**config.mk**
```make
export PLATFORM = sky130hd
export DESIGN_NAME = mtv_mac_table_vlan_access
export DESIGN_NICKNAME = d
export VERILOG_FILES = /design/src/rtl/mtv_pkg.sv /design/src/rtl/mtv_mac_table_vlan_access.sv
export SDC_FILE = /design/constraint.sdc
export NUM_CORES = 1
export LEC_CHECK = 0
export BUFFER_PORTS_ARGS = -buffer_cell sky130_fd_sc_hd__buf_2
export CORE_MARGIN = 10
export CORE_UTILIZATION = 25
export DETAILED_ROUTE_END_ITERATION = 8
export PLACE_DENSITY = 0.47
export SYNTH_ARGS = -nofsm -noshare
export SYNTH_HDL_FRONTEND = slang
export SYNTH_SLANG_ARGS = --single-unit
```
**constraint.sdc**
```tcl
create_clock -name clk -period 3.3 [get_ports clk]
set_input_delay 0.66 -clock clk [delete_from_list [all_inputs] [get_ports clk]]
set_output_delay 0.66 -clock clk [all_outputs]
set_load 0.01 [all_outputs]
```
**src/rtl/mtv_pkg.sv**
```systemverilog
package mtv_pkg;
  localparam int unsigned ADDR_W          = 16;
  localparam int unsigned DATA_W          = 32;
  // register numbers; the plain port addresses registers directly
  localparam logic [15:0] REG_RB_LOW      = 16'h1805;
  localparam logic [15:0] REG_RB_HIGH     = 16'h1806;
  localparam logic [15:0] REG_CMD_STS     = 16'h1808;
  localparam logic [15:0] REG_AGE_CFG     = 16'h1809;
  localparam logic [15:0] REG_VLAN_CMD    = 16'h180B;
  localparam logic [15:0] REG_VLAN_WR     = 16'h180C;
  localparam logic [15:0] REG_VLAN_STS    = 16'h1810;
  localparam logic [15:0] REG_VLAN_RD     = 16'h1811;
  localparam logic [15:0] REG_IRQ_STS     = 16'h1812;
  localparam logic [15:0] REG_IRQ_MASK    = 16'h1813;
  // readback high word fields
  localparam int unsigned RB_VALID_BIT    = 26;
  localparam int unsigned RB_EOT_BIT      = 25;
  localparam int unsigned RB_STATIC_BIT   = 24;
  localparam int unsigned RB_FILTER_BIT   = 23;
  localparam int unsigned RB_PRIO_EN_BIT  = 22;
  localparam int unsigned RB_PRIO_LSB     = 19;
  localparam int unsigned RB_PORT_LSB     = 16;
  localparam int unsigned RB_MULTI_BIT    = 18;
  localparam int unsigned RB_MAC_HI_W     = 16;
  // command status and aging config
  localparam int unsigned MAKE_PEND_BIT   = 0;
  localparam int unsigned INIT_DONE_BIT   = 1;
  localparam int unsigned AGE_TEST_BIT    = 0;
  // vlan command fields
  localparam int unsigned VLAN_ACCESS_DIRECTION_BIT    = 5;
  localparam int unsigned VLAN_PVID_BIT   = 4;
  localparam int unsigned VLAN_IDX_W      = 4;
  localparam int unsigned VLAN_CMD_W      = 6;
  localparam int unsigned VLAN_PEND_BIT   = 0;
  localparam int unsigned VLAN_ENTRIES    = 16;
  localparam int unsigned PVID_PORTS      = 3;
  localparam int unsigned VLAN_DATA_W     = 18;
  localparam int unsigned PVID_DATA_W     = 15;
  localparam logic [14:0] PVID_RESET      = 15'h0001;
  localparam logic [17:0] VLAN_RESET      = 18'h00000;
  // interrupt status bits
  localparam int unsigned IRQ_INIT_BIT    = 0;
  localparam int unsigned IRQ_MAKE_BIT    = 1;
  localparam int unsigned IRQ_VLAN_BIT    = 2;
  localparam int unsigned IRQ_RB_BIT      = 3;
  localparam int unsigned IRQ_W           = 4;
  // timing
  localparam int unsigned CLK_MHZ         = 125;
  localparam int unsigned INIT_TIME_US    = 20;
  localparam int unsigned INIT_CYCLES     = INIT_TIME_US * CLK_MHZ;
  localparam int unsigned AGE_NORMAL_MIN  = 5;
  localparam int unsigned AGE_TEST_MS     = 50;
  localparam int unsigned AGE_NORMAL_MS   = AGE_NORMAL_MIN * 60 * 1000;
  localparam int unsigned MS_CYCLES       = 1000 * CLK_MHZ;
  localparam int unsigned VLAN_ACC_CYC    = 2;

  typedef enum logic [1:0] {
    VS_IDLE = 2'b00,
    VS_BUSY = 2'b01,
    VS_DONE = 2'b11
  } mtv_vstate_e;
endpackage : mtv_pkg

```
**src/rtl/mtv_mac_table_vlan_access.sv**
```systemverilog
// What this block does
// - port field codes 000..111 name port 0,1,2, reserved, pairs, all.
// - port field top bit clear for one port, set for several.
// - second word bits 15:0 hold last address bits, bit 15 last on wire.
// - init-done reads zero after reset, sets when table init finishes.
// - table init after reset lasts about twenty microseconds.
// - every received packet is dropped while the table initialises.
// - make-pending bit is one during entry creation, cleared on finish.
// - aging-test bit shortens aging period from five minutes to 50 ms.
// - a vlan command register write launches a table access only when idle; one written while pending is dropped.
// - command bit 5 one requests read, zero requests write.
// - command bit 4 one selects default-vid table, zero vlan table.
// - index names vlan 0-15 or port 0-2; others are undefined.
// - pending bit holds until a read ends; read data read after.
// - readback words valid only when valid or end-of-table flag set.
// - non-static entries age out after five to ten idle minutes.
//
// Our own choice: the address-and-strobe port.
`timescale 1ns/1ns
module mtv_mac_table_vlan_access
  import mtv_pkg::*;
#(
  parameter int unsigned MS_TICK_CYCLES   = MS_CYCLES,
  parameter int unsigned AGE_NORMAL_TICKS = AGE_NORMAL_MS,
  parameter int unsigned AGE_TEST_TICKS   = AGE_TEST_MS,
  parameter int unsigned VLAN_ACCESS_CYC  = VLAN_ACC_CYC
) (
  input  wire logic              clk,
  input  wire logic              srst,
  input  wire logic [ADDR_W-1:0] regAddr,
  input  wire logic [DATA_W-1:0] regWrData,
  input  wire logic              regWr,
  input  wire logic              regRd,
  output logic      [DATA_W-1:0] regRdData,
  input  wire logic              rbClear,
  input  wire logic              rbLoad,
  input  wire logic [47:0]       rbMac,
  input  wire logic [2:0]        rbPortMask,
  input  wire logic              rbValid,
  input  wire logic              rbEndOfTable,
  input  wire logic              rbStatic,
  input  wire logic              rbFilter,
  input  wire logic              rbPrioEn,
  input  wire logic [2:0]        rbPrio,
  input  wire logic              makeStart,
  input  wire logic              makeDone,
  output logic                   initBusy,
  output logic                   packetDrop,
  output logic                   ageTick,
  output logic                   irq
);

  localparam int unsigned INIT_CNT_W = $clog2(INIT_CYCLES + 1);
  localparam int unsigned MS_CNT_W   = $clog2(MS_TICK_CYCLES + 1);
  localparam int unsigned AGE_CNT_W  = $clog2(AGE_NORMAL_TICKS + 1);
  localparam int unsigned VACC_CNT_W = $clog2(VLAN_ACCESS_CYC + 1);

  generate
    if (MS_TICK_CYCLES < 1 || AGE_TEST_TICKS < 1 || VLAN_ACCESS_CYC < 1 ||
        AGE_TEST_TICKS > AGE_NORMAL_TICKS) begin : g_bad_param
      $error("mtv_mac_table_vlan_access: unusable parameter values");
    end
  endgenerate

  // port membership mask to readback port code
  function automatic logic [2:0] portCode(input logic [2:0] mask);
    logic [2:0] code;
    code = 3'h0;
    unique case (mask)
      3'b001:  code = 3'h0;
      3'b010:  code = 3'h1;
      3'b100:  code = 3'h2;
      3'b011:  code = 3'h4;
      3'b101:  code = 3'h5;
      3'b110:  code = 3'h6;
      3'b111:  code = 3'h7;
      default: code = 3'h0;
    endcase
    return code;
  endfunction : portCode

  logic [INIT_CNT_W-1:0]  initCnt;
  logic                   initDone;
  logic                   makePending;
  logic                   ageTest;
  logic [MS_CNT_W-1:0]    msCnt;
  logic                   msTick;
  logic [AGE_CNT_W-1:0]   ageCnt;
  logic [31:0]            rbLow;
  logic [RB_MAC_HI_W-1:0] rbMacHi;
  logic [2:0]             rbPort;
  logic                   rbValidFlag;
  logic                   rbEotFlag;
  logic                   rbStaticFlag;
  logic                   rbFilterFlag;
  logic                   rbPrioEnFlag;
  logic [2:0]             rbPrioField;
  logic [VLAN_CMD_W-1:0]  vlanCmd;
  logic [VLAN_DATA_W-1:0] vlanWrWord;
  logic [VLAN_DATA_W-1:0] vlanRdWord;
  logic [VLAN_DATA_W-1:0] vlanMem [VLAN_ENTRIES];
  logic [PVID_DATA_W-1:0] pvidMem [PVID_PORTS];
  mtv_vstate_e            vState;
  mtv_vstate_e            next_vState;
  logic [VACC_CNT_W-1:0]  vCnt;
  logic [IRQ_W-1:0]       irqSts;
  logic [IRQ_W-1:0]       irqMask;
  logic [IRQ_W-1:0]       irqEvent;
  logic [DATA_W-1:0]      next_regRdData;
  logic                   vlanCmdWr;
  logic                   initFinish;
  logic                   vAccess;
  logic [VLAN_IDX_W-1:0]  vIdx;
  logic [31:0]            rbHigh;

  assign vlanCmdWr  = regWr && regAddr == REG_VLAN_CMD && vState == VS_IDLE;
  assign initFinish = !initDone &&
                      initCnt == INIT_CNT_W'(INIT_CYCLES - 1);
  assign vAccess    = vState == VS_DONE;
  assign vIdx       = vlanCmd[VLAN_IDX_W-1:0];

  // table init timer after every fabric reset
  always_ff @(posedge clk) begin
    if (srst) begin
      initCnt  <= '0;
      initDone <= 1'b0;
    end else if (!initDone) begin
      initCnt  <= initCnt + INIT_CNT_W'(1);
      initDone <= initFinish;
    end
  end

  assign initBusy   = !initDone;
  assign packetDrop = !initDone;

  // start wins over done so a fresh command is never missed
  always_ff @(posedge clk) begin
    if (srst) begin
      makePending <= 1'b0;
    end else if (makeStart) begin
      makePending <= 1'b1;
    end else if (makeDone) begin
      makePending <= 1'b0;
    end
  end

  // millisecond prescaler shared by both aging periods
  always_ff @(posedge clk) begin
    if (srst) begin
      msCnt  <= '0;
      msTick <= 1'b0;
    end else begin
      msTick <= msCnt == MS_CNT_W'(MS_TICK_CYCLES - 1);
      if (msCnt == MS_CNT_W'(MS_TICK_CYCLES - 1)) begin
        msCnt <= '0;
      end else begin
        msCnt <= msCnt + MS_CNT_W'(1);
      end
    end
  end

  // an entry idle across two ticks is removed, giving five to ten minutes
  always_ff @(posedge clk) begin
    if (srst) begin
      ageCnt  <= '0;
      ageTick <= 1'b0;
    end else begin
      ageTick <= 1'b0;
      if (msTick) begin
        if ((ageTest && ageCnt >= AGE_CNT_W'(AGE_TEST_TICKS - 1)) ||
            ageCnt >= AGE_CNT_W'(AGE_NORMAL_TICKS - 1)) begin
          ageCnt  <= '0;
          ageTick <= 1'b1;
        end else begin
          ageCnt <= ageCnt + AGE_CNT_W'(1);
        end
      end
    end
  end

  // readback words, loaded by the table walker
  always_ff @(posedge clk) begin
    if (srst) begin
      rbLow        <= 32'h0000_0000;
      rbMacHi      <= 16'h0000;
      rbPort       <= 3'h0;
      rbValidFlag  <= 1'b0;
      rbEotFlag    <= 1'b0;
      rbStaticFlag <= 1'b0;
      rbFilterFlag <= 1'b0;
      rbPrioEnFlag <= 1'b0;
      rbPrioField  <= 3'h0;
    end else if (rbLoad) begin
      rbLow        <= rbMac[31:0];
      rbMacHi      <= rbMac[47:32];
      rbPort       <= portCode(rbPortMask);
      rbValidFlag  <= rbValid;
      rbEotFlag    <= rbEndOfTable;
      rbStaticFlag <= rbStatic;
      rbFilterFlag <= rbFilter;
      rbPrioEnFlag <= rbPrioEn;
      rbPrioField  <= rbPrio;
    end else if (rbClear) begin
      rbValidFlag <= 1'b0;
      rbEotFlag   <= 1'b0;
    end
  end

  always_comb begin
    rbHigh                           = 32'h0000_0000;
    rbHigh[RB_MAC_HI_W-1:0]          = rbMacHi;
    rbHigh[RB_PORT_LSB +: 3]         = rbPort;
    rbHigh[RB_PRIO_LSB +: 3]         = rbPrioField;
    rbHigh[RB_PRIO_EN_BIT]           = rbPrioEnFlag;
    rbHigh[RB_FILTER_BIT]            = rbFilterFlag;
    rbHigh[RB_STATIC_BIT]            = rbStaticFlag;
    rbHigh[RB_EOT_BIT]               = rbEotFlag;
    rbHigh[RB_VALID_BIT]             = rbValidFlag;
  end

  // software configuration registers
  always_ff @(posedge clk) begin
    if (srst) begin
      ageTest    <= 1'b0;
      vlanCmd    <= '0;
      vlanWrWord <= '0;
      irqMask    <= '0;
    end else if (regWr) begin
      if (regAddr == REG_AGE_CFG) begin
        ageTest <= regWrData[AGE_TEST_BIT];
      end
      // a command written while busy is dropped whole
      if (vlanCmdWr) begin
        vlanCmd <= regWrData[VLAN_CMD_W-1:0];
      end
      if (regAddr == REG_VLAN_WR) begin
        vlanWrWord <= regWrData[VLAN_DATA_W-1:0];
      end
      if (regAddr == REG_IRQ_MASK) begin
        irqMask <= regWrData[IRQ_W-1:0];
      end
    end
  end

  // vlan access sequencer
  always_comb begin
    next_vState = vState;
    unique case (vState)
      VS_IDLE: if (vlanCmdWr) next_vState = VS_BUSY;
      VS_BUSY: if (vCnt == VACC_CNT_W'(VLAN_ACCESS_CYC - 1)) begin
        next_vState = VS_DONE;
      end
      VS_DONE: next_vState = VS_IDLE;
      default: next_vState = VS_IDLE;
    endcase
  end

  always_ff @(posedge clk) begin
    if (srst) begin
      vState <= VS_IDLE;
      vCnt   <= '0;
    end else begin
      vState <= next_vState;
      vCnt   <= (vState == VS_BUSY) ? vCnt + VACC_CNT_W'(1) : '0;
    end
  end

  // out-of-range port index: write ignored, read returns zero
  always_ff @(posedge clk) begin
    if (srst) begin
      vlanRdWord <= '0;
      for (int i = 0; i < VLAN_ENTRIES; i++) begin
        vlanMem[i] <= VLAN_RESET;
      end
      for (int i = 0; i < PVID_PORTS; i++) begin
        pvidMem[i] <= PVID_RESET;
      end
    end else if (vAccess) begin
      if (vlanCmd[VLAN_ACCESS_DIRECTION_BIT]) begin
        if (!vlanCmd[VLAN_PVID_BIT]) begin
          vlanRdWord <= vlanMem[vIdx];
        end else if (vIdx < VLAN_IDX_W'(PVID_PORTS)) begin
          vlanRdWord <= VLAN_DATA_W'(pvidMem[vIdx[1:0]]);
        end else begin
          vlanRdWord <= '0;
        end
      end else if (!vlanCmd[VLAN_PVID_BIT]) begin
        vlanMem[vIdx] <= vlanWrWord;
      end else if (vIdx < VLAN_IDX_W'(PVID_PORTS)) begin
        pvidMem[vIdx[1:0]] <= vlanWrWord[PVID_DATA_W-1:0];
      end
    end
  end

  // sticky event flags; a set in the clearing read cycle survives
  assign irqEvent[IRQ_INIT_BIT] = initFinish;
  assign irqEvent[IRQ_MAKE_BIT] = makePending && makeDone && !makeStart;
  assign irqEvent[IRQ_VLAN_BIT] = vAccess;
  assign irqEvent[IRQ_RB_BIT]   = rbLoad;

  always_ff @(posedge clk) begin
    if (srst) begin
      irqSts <= '0;
    end else if (regRd && regAddr == REG_IRQ_STS) begin
      irqSts <= irqEvent;
    end else begin
      irqSts <= irqSts | irqEvent;
    end
  end

  assign irq = |(irqSts & irqMask);

  // read mux; unmapped addresses read zero
  always_comb begin
    next_regRdData = '0;
    unique case (regAddr)
      REG_RB_LOW:   next_regRdData = rbLow;
      REG_RB_HIGH:  next_regRdData = rbHigh;
      REG_CMD_STS: begin
        next_regRdData[INIT_DONE_BIT] = initDone;
        next_regRdData[MAKE_PEND_BIT] = makePending;
      end
      REG_AGE_CFG:  next_regRdData[AGE_TEST_BIT] = ageTest;
      REG_VLAN_CMD: next_regRdData[VLAN_CMD_W-1:0] = vlanCmd;
      REG_VLAN_WR:  next_regRdData[VLAN_DATA_W-1:0] = vlanWrWord;
      REG_VLAN_STS: next_regRdData[VLAN_PEND_BIT] =
                      vState != VS_IDLE;
      REG_VLAN_RD:  next_regRdData[VLAN_DATA_W-1:0] = vlanRdWord;
      REG_IRQ_STS:  next_regRdData[IRQ_W-1:0] = irqSts;
      REG_IRQ_MASK: next_regRdData[IRQ_W-1:0] = irqMask;
      default:      next_regRdData = '0;
    endcase
  end

  // data stands only in the cycle after the strobe
  always_ff @(posedge clk) begin
    if (srst) begin
      regRdData <= '0;
    end else begin
      regRdData <= regRd ? next_regRdData : '0;
    end
  end

endmodule : mtv_mac_table_vlan_access

```
Word level (Yosys, flattened, before mapping)
Memories as Yosys holds them, arrays and structs flattened. A register that Yosys moved wholly into a read port is not among the register bits.
Cells that the tools add are included.
{"block": "classes", "multipliers": 0, "n_mux": 44, "n_eq_ne": 23, "shift": 0, "order_cmp": 3, "add_sub_neg": 4, "bitwise": 5, "n_reduce_logical": 27, "div_mod_pow": 0}
{"cell": "equality test 16 x 13 -> 1 bit (second input constant)", "count": 10}
{"cell": "case mux 12 bit (4 select lines)", "count": 1}
{"cell": "two-way mux 18 bit", "count": 2}
{"cell": "two-way mux 15 bit", "count": 2}
{"cell": "case mux 14 bit (2 select lines)", "count": 1}
{"cell": "two-way mux 1 bit", "count": 22}
{"cell": "adder 19 x 1 -> 19 bit (second input constant)", "count": 1}
{"cell": ">= comparator 19 bit (second input constant)", "count": 1}
{"cell": ">= comparator 19 x 6 -> 1 bit (second input constant)", "count": 1}
{"cell": "two-way mux 19 bit", "count": 1}
{"cell": "case mux 3 bit (6 select lines)", "count": 1}
{"cell": "OR reduction 18 bit", "count": 1}
{"cell": "adder 17 x 1 -> 17 bit (second input constant)", "count": 1}
{"cell": "equality test 17 bit (second input constant)", "count": 1}
{"cell": "two-way mux 4 bit", "count": 4}
{"cell": "OR reduction 15 bit", "count": 1}
{"cell": "case mux 2 bit (7 select lines)", "count": 1}
{"cell": "adder 12 x 1 -> 12 bit (second input constant)", "count": 1}
{"cell": "equality test 12 bit (second input constant)", "count": 1}
{"cell": "equality test 3 bit (second input constant)", "count": 4}
{"cell": "AND reduction 2 bit", "count": 6}
{"cell": "two-way mux 2 bit", "count": 5}
{"cell": "case mux 1 bit (10 select lines)", "count": 1}
{"cell": "case mux 2 bit (5 select lines)", "count": 1}
{"cell": "18 further kinds", "count": 35}
{"block": "word_totals", "mem_bits_rw": 333, "ff_bits": 198, "wordCells": 133, "mem_count": 2, "latchBits": 0, "in_bits": 115, "mem_bits_ro": 0}
{"memory": "vlanMem", "depth": 16, "width": 18, "rd": 1, "rd_clocked_by_memory_dff": 1, "write_ports": 16, "line_no": "mtv_mac_table_vlan_access.sv:101", "rtl": "logic [VLAN_DATA_W-1:0] vlanMem [VLAN_ENTRIES];"}
{"memory": "pvidMem", "depth": 3, "width": 15, "rd": 1, "rd_clocked_by_memory_dff": 1, "write_ports": 3, "line_no": "mtv_mac_table_vlan_access.sv:102", "rtl": "logic [PVID_DATA_W-1:0] pvidMem [PVID_PORTS];"}

Logic depth before layout (Yosys ltp)
{"block": "depth", "depth_word": 9, "mapped_depth": 8, "ltp_nobuf": 7}

Worst setup path before layout
No wires, ideal clock.
{"block": "synth_timing", "kind": "input port to flip-flop", "startpoint": "in srst", "endpoint": "mem vlanMem[0][0] (enable)", "n_path_buf": 1, "setup_ps": 340, "slack_ps": 818, "cell_stages": 5, "arrival_time_ps": 2142, "path_cell_list": "clkbuf_1 > nor4_2 > nor3b_1 > nor3b_2 > or2_2"}
{"element": "start: declaration", "line_no": "mtv_mac_table_vlan_access.sv:29", "rtl": "input wire logic srst,"}
{"element": "end: declaration", "line_no": "mtv_mac_table_vlan_access.sv:101"}

==> out/qor.csv <==
stage,metric,value,unit
floorplanning,die_width,329,µm
floorplanning,die_area,108000,µm²
synth,yosys-top-cells-count,"348 x edfxtp_1, 335 x and2_1, 202 x dfxtp_1, 174 x nor2_1, 95 x clkbuf_1",
worst_setup_path,worstPathRequired,3.56,ns
sta,finalCritPeriodShare,0.779,
sta,rsz0062_at_grt,no,
drt,routed_wl,66.4,mm
worst_setup_path,arrival,2.83,ns
grt,met2_usage,0.208,
sta,drv_slew,0,
finish,fin_area,28100,µm²
sta,final_hold_viol_count,0,
grt,grt_max_degree,66,
grt,met1_usage,0.154,
finish,fill_cells,9642,
sta,tightest_slew,0.988,ns
power_and_ir_drop,pwr-share-clk,0.465,
drt,vias,14800,
synth,synth_cell_types,77,
worst_setup_path,crit_path_end_kind,register,
finish,multi_input_area,8710,µm²
synth,async_reset_ff_frac,0,
clock_tree,cts-hold-fix-buffers,0,
clock_tree,cts_tree,built,
worst_setup_path,worstReg2RegStart,vlanCmd[4],
place,portBuffers,136,
sta,max-slew-margin-rel,0.342,
worst_setup_path,cp-start-kind,register,
place,place_hpwl,43.4,mm
clock_tree,root_buffer,clkbuf_16,
place,place.gp.congestion,0.759,
power_and_ir_drop,power.total,15.1,mW
drt,wire_per_inst,20.2,µm
place,place_area,26000,µm²
floorplanning,core,94700,µm²
floorplanning,ios,151,
synth,ys_ff_latch,550,
synth,synth_ff_type,edfxtp_1,
synth,synth_top_area_share,0.439,
grt,grt_overflow,0,
finish,drive_gt1_frac,0.221,
min_path,worstHoldStart,regWrData[13],
power_and_ir_drop,sw_frac_of_total,0.210,
min_path,holdPathStages,3,
min_path,hold_end,vlanWrWord[13],
power_and_ir_drop,pwr-share-seq,0.504,
grt,grt_pass1_wl,99.1,mm
clock_tree,clock_latency,0.64,ns
power_and_ir_drop,intPower,11.9,mW
synth,synth-edff-count,348,
grt,antenna_found_initial,2,
clock_tree,postCtsSetupRepairBufs,0,
power_and_ir_drop,p_leak,10.0,nW
grt,grt_pass1_vias,15200,
finish,nets,2089,
clock_tree,h-tree-depth,2,
worst_setup_path,reg2regPathDepth,4,
worst_setup_path,rr_endpoint,pvidMem[0][6],
sta,tns,0,ns
drt,drt_first_pass_iters,5,
clock_tree,cts-resized-gates,0,
finish,regArea,14500,µm²
power_and_ir_drop,comb_power_share,0.031,
clock_tree,clockBufferDepth,3,
worst_setup_path,worst-path-max-fanout,15,
synth,yosysMostFrequentCell,edfxtp_1,
clock_tree,cts-buffers-inserted,61,
drt,drc,0,
sta,final.min_clock_period,2.57,ns
floorplanning,rows,113,
drt,drtIter0Drc,1027,
clock_tree,path_clk_slew,0.06,ns
run_status,status,"complete, no violations",
drt,via_per_inst,4.51,
synth,synthTopCellsByArea,"edfxtp_1 44%, dfxtp_1 17%, and2_1 8.8%",
grt,grt_usage,0.120,
synth,seq_area_frac_synth,0.608,
synth,syn_area,23800,µm²
drt,antenna_left,0,
floorplanning,die_y,329,µm
sta,max_freq,389,MHz
sta,setup_violations,0,
sta,skew,0.0250,ns
finish,area_growth_syn_to_layout,17.9,%
floorplanning,start_util,0.252,
grt,use_met3,0.0235,
clock_tree,cts_sinks,550,
min_path,worstHoldPathType,in -> reg,
grt,grt_busiest_layer,met2,
power_and_ir_drop,peakVddDrop,0.438,mV
run,cap_violations,0,
synth,syn_area_per_cell,12.9,µm²
power_and_ir_drop,p_per_area,537,nW/µm²
worst_setup_path,crit_type,reg -> reg,
power_and_ir_drop,power_switching,3.18,mW
synth,yosys_warnings,0,
synth,synth_cells,1843,
synth,yosysTopAreaCell,edfxtp_1,
worst_setup_path,r2r_slack,0.73,ns
==> registers in the layout, summed over array words and instances (netlist names), 6 cells and up, named ones only <==
name	flops
vlanMem	288
pvidMem	60
rbLow	32
regRdData	32
ageCnt	19
vlanRdWord	18
vlanWrWord	18
msCnt	17
rbMacHi	16
initCnt	12
vlanCmd	6
==> worst max path at each step <==
stage                     end  slack (ns)       start  cells past startpoint
6_report        pvidMem[0][6]        0.73  vlanCmd[4]                      4
5_1_grt        vlanRdWord[15]        0.51    register                      7
4_1_cts        vlanRdWord[15]        0.70    register                      7
3_5_place_dp     regRdData[2]        0.53  regAddr[9]                      7
3_3_place_gp     regRdData[2]        0.53  regAddr[9]                      7
2_1_floorplan   vlanMem[0][0]        0.82        srst                      5
==> routing by layer <==
| metal | vias up | routed length (µm) | part of all wire |
|---|---|---|---|
| met4 | 0 | 1170 | 0.018 |
| met2 | 324 | 32900 | 0.50 |
| met5 | - | 0 | 0 |
| met1 | 7515 | 29200 | 0.44 |
| li1 | 6915 | - | - |
| met3 | 82 | 3190 | 0.048 |
==> per-stage QoR <==
step	hold slack, ns	worst slack (ns)	utilization	std cells
after global routing	0.230	0.514	0.297	3287
after global placement	0.407	0.526	0.274	3171
after CTS	0.217	0.705	0.297	3287
after detailed placement	0.417	0.528	0.274	3171
after floorplan	0.398	0.818	-	1857
final	0.256	0.728	0.297	3288
==> power groups by stage <==
stage / Combinational (mW) / Sequential, mW / Clock, mW
floorplan: 0.289 / 7.73 / 0
global placement: 0.479 / 7.75 / 0
detailed placement: 0.484 / 7.76 / 0
CTS: 0.486 / 7.62 / 7.19
global route: 0.519 / 7.63 / 7.46
finish: 0.473 / 7.61 / 7.02
==> cell families after synthesis <==
| logic type | synth area share |
|---|---|
| AND/OR/NAND/NOR | 0.180 |
| flip-flops | 0.608 |
| AO/OA/AOI/OAI | 0.0524 |
| multiplexers | 0.112 |
| buffers and inverters | 0.0289 |
| XOR/XNOR | 0.0154 |
| adder cells (fa/ha/maj) | 0.00263 |
| other | 0.000157 |
==> worst max-delay path, cell delays in order (launching register included) <==
cell     delay [ns]
dfxtp_1        0.64
nand3_1        0.21
or4_4          0.60
nor3_2         0.27
or2_2          0.47
==> area by class of cell <==
class,instances,share of cell area
Antenna cell,1,0.0000890
Clock buffer,103,0.0687
Clock inverter,13,0.00597
Inverter,16,0.00214
Multi-Input combinational cell,1153,0.310
Sequential cell,550,0.516
Tap cell,1265,0.0563
Timing Repair Buffer,187,0.0408
==> cells in the final DEF, fill, tap and decap left out, drive strengths merged, types with 42 or more instances in the layout <==
cell / count
edfxtp: 348
and2: 335
dfxtp: 202
buf: 187
nor2: 177
clkbuf: 103
mux4: 87
nand2: 86
mux2i: 66
a21oi: 42
(Power assumes the default switching activity.)
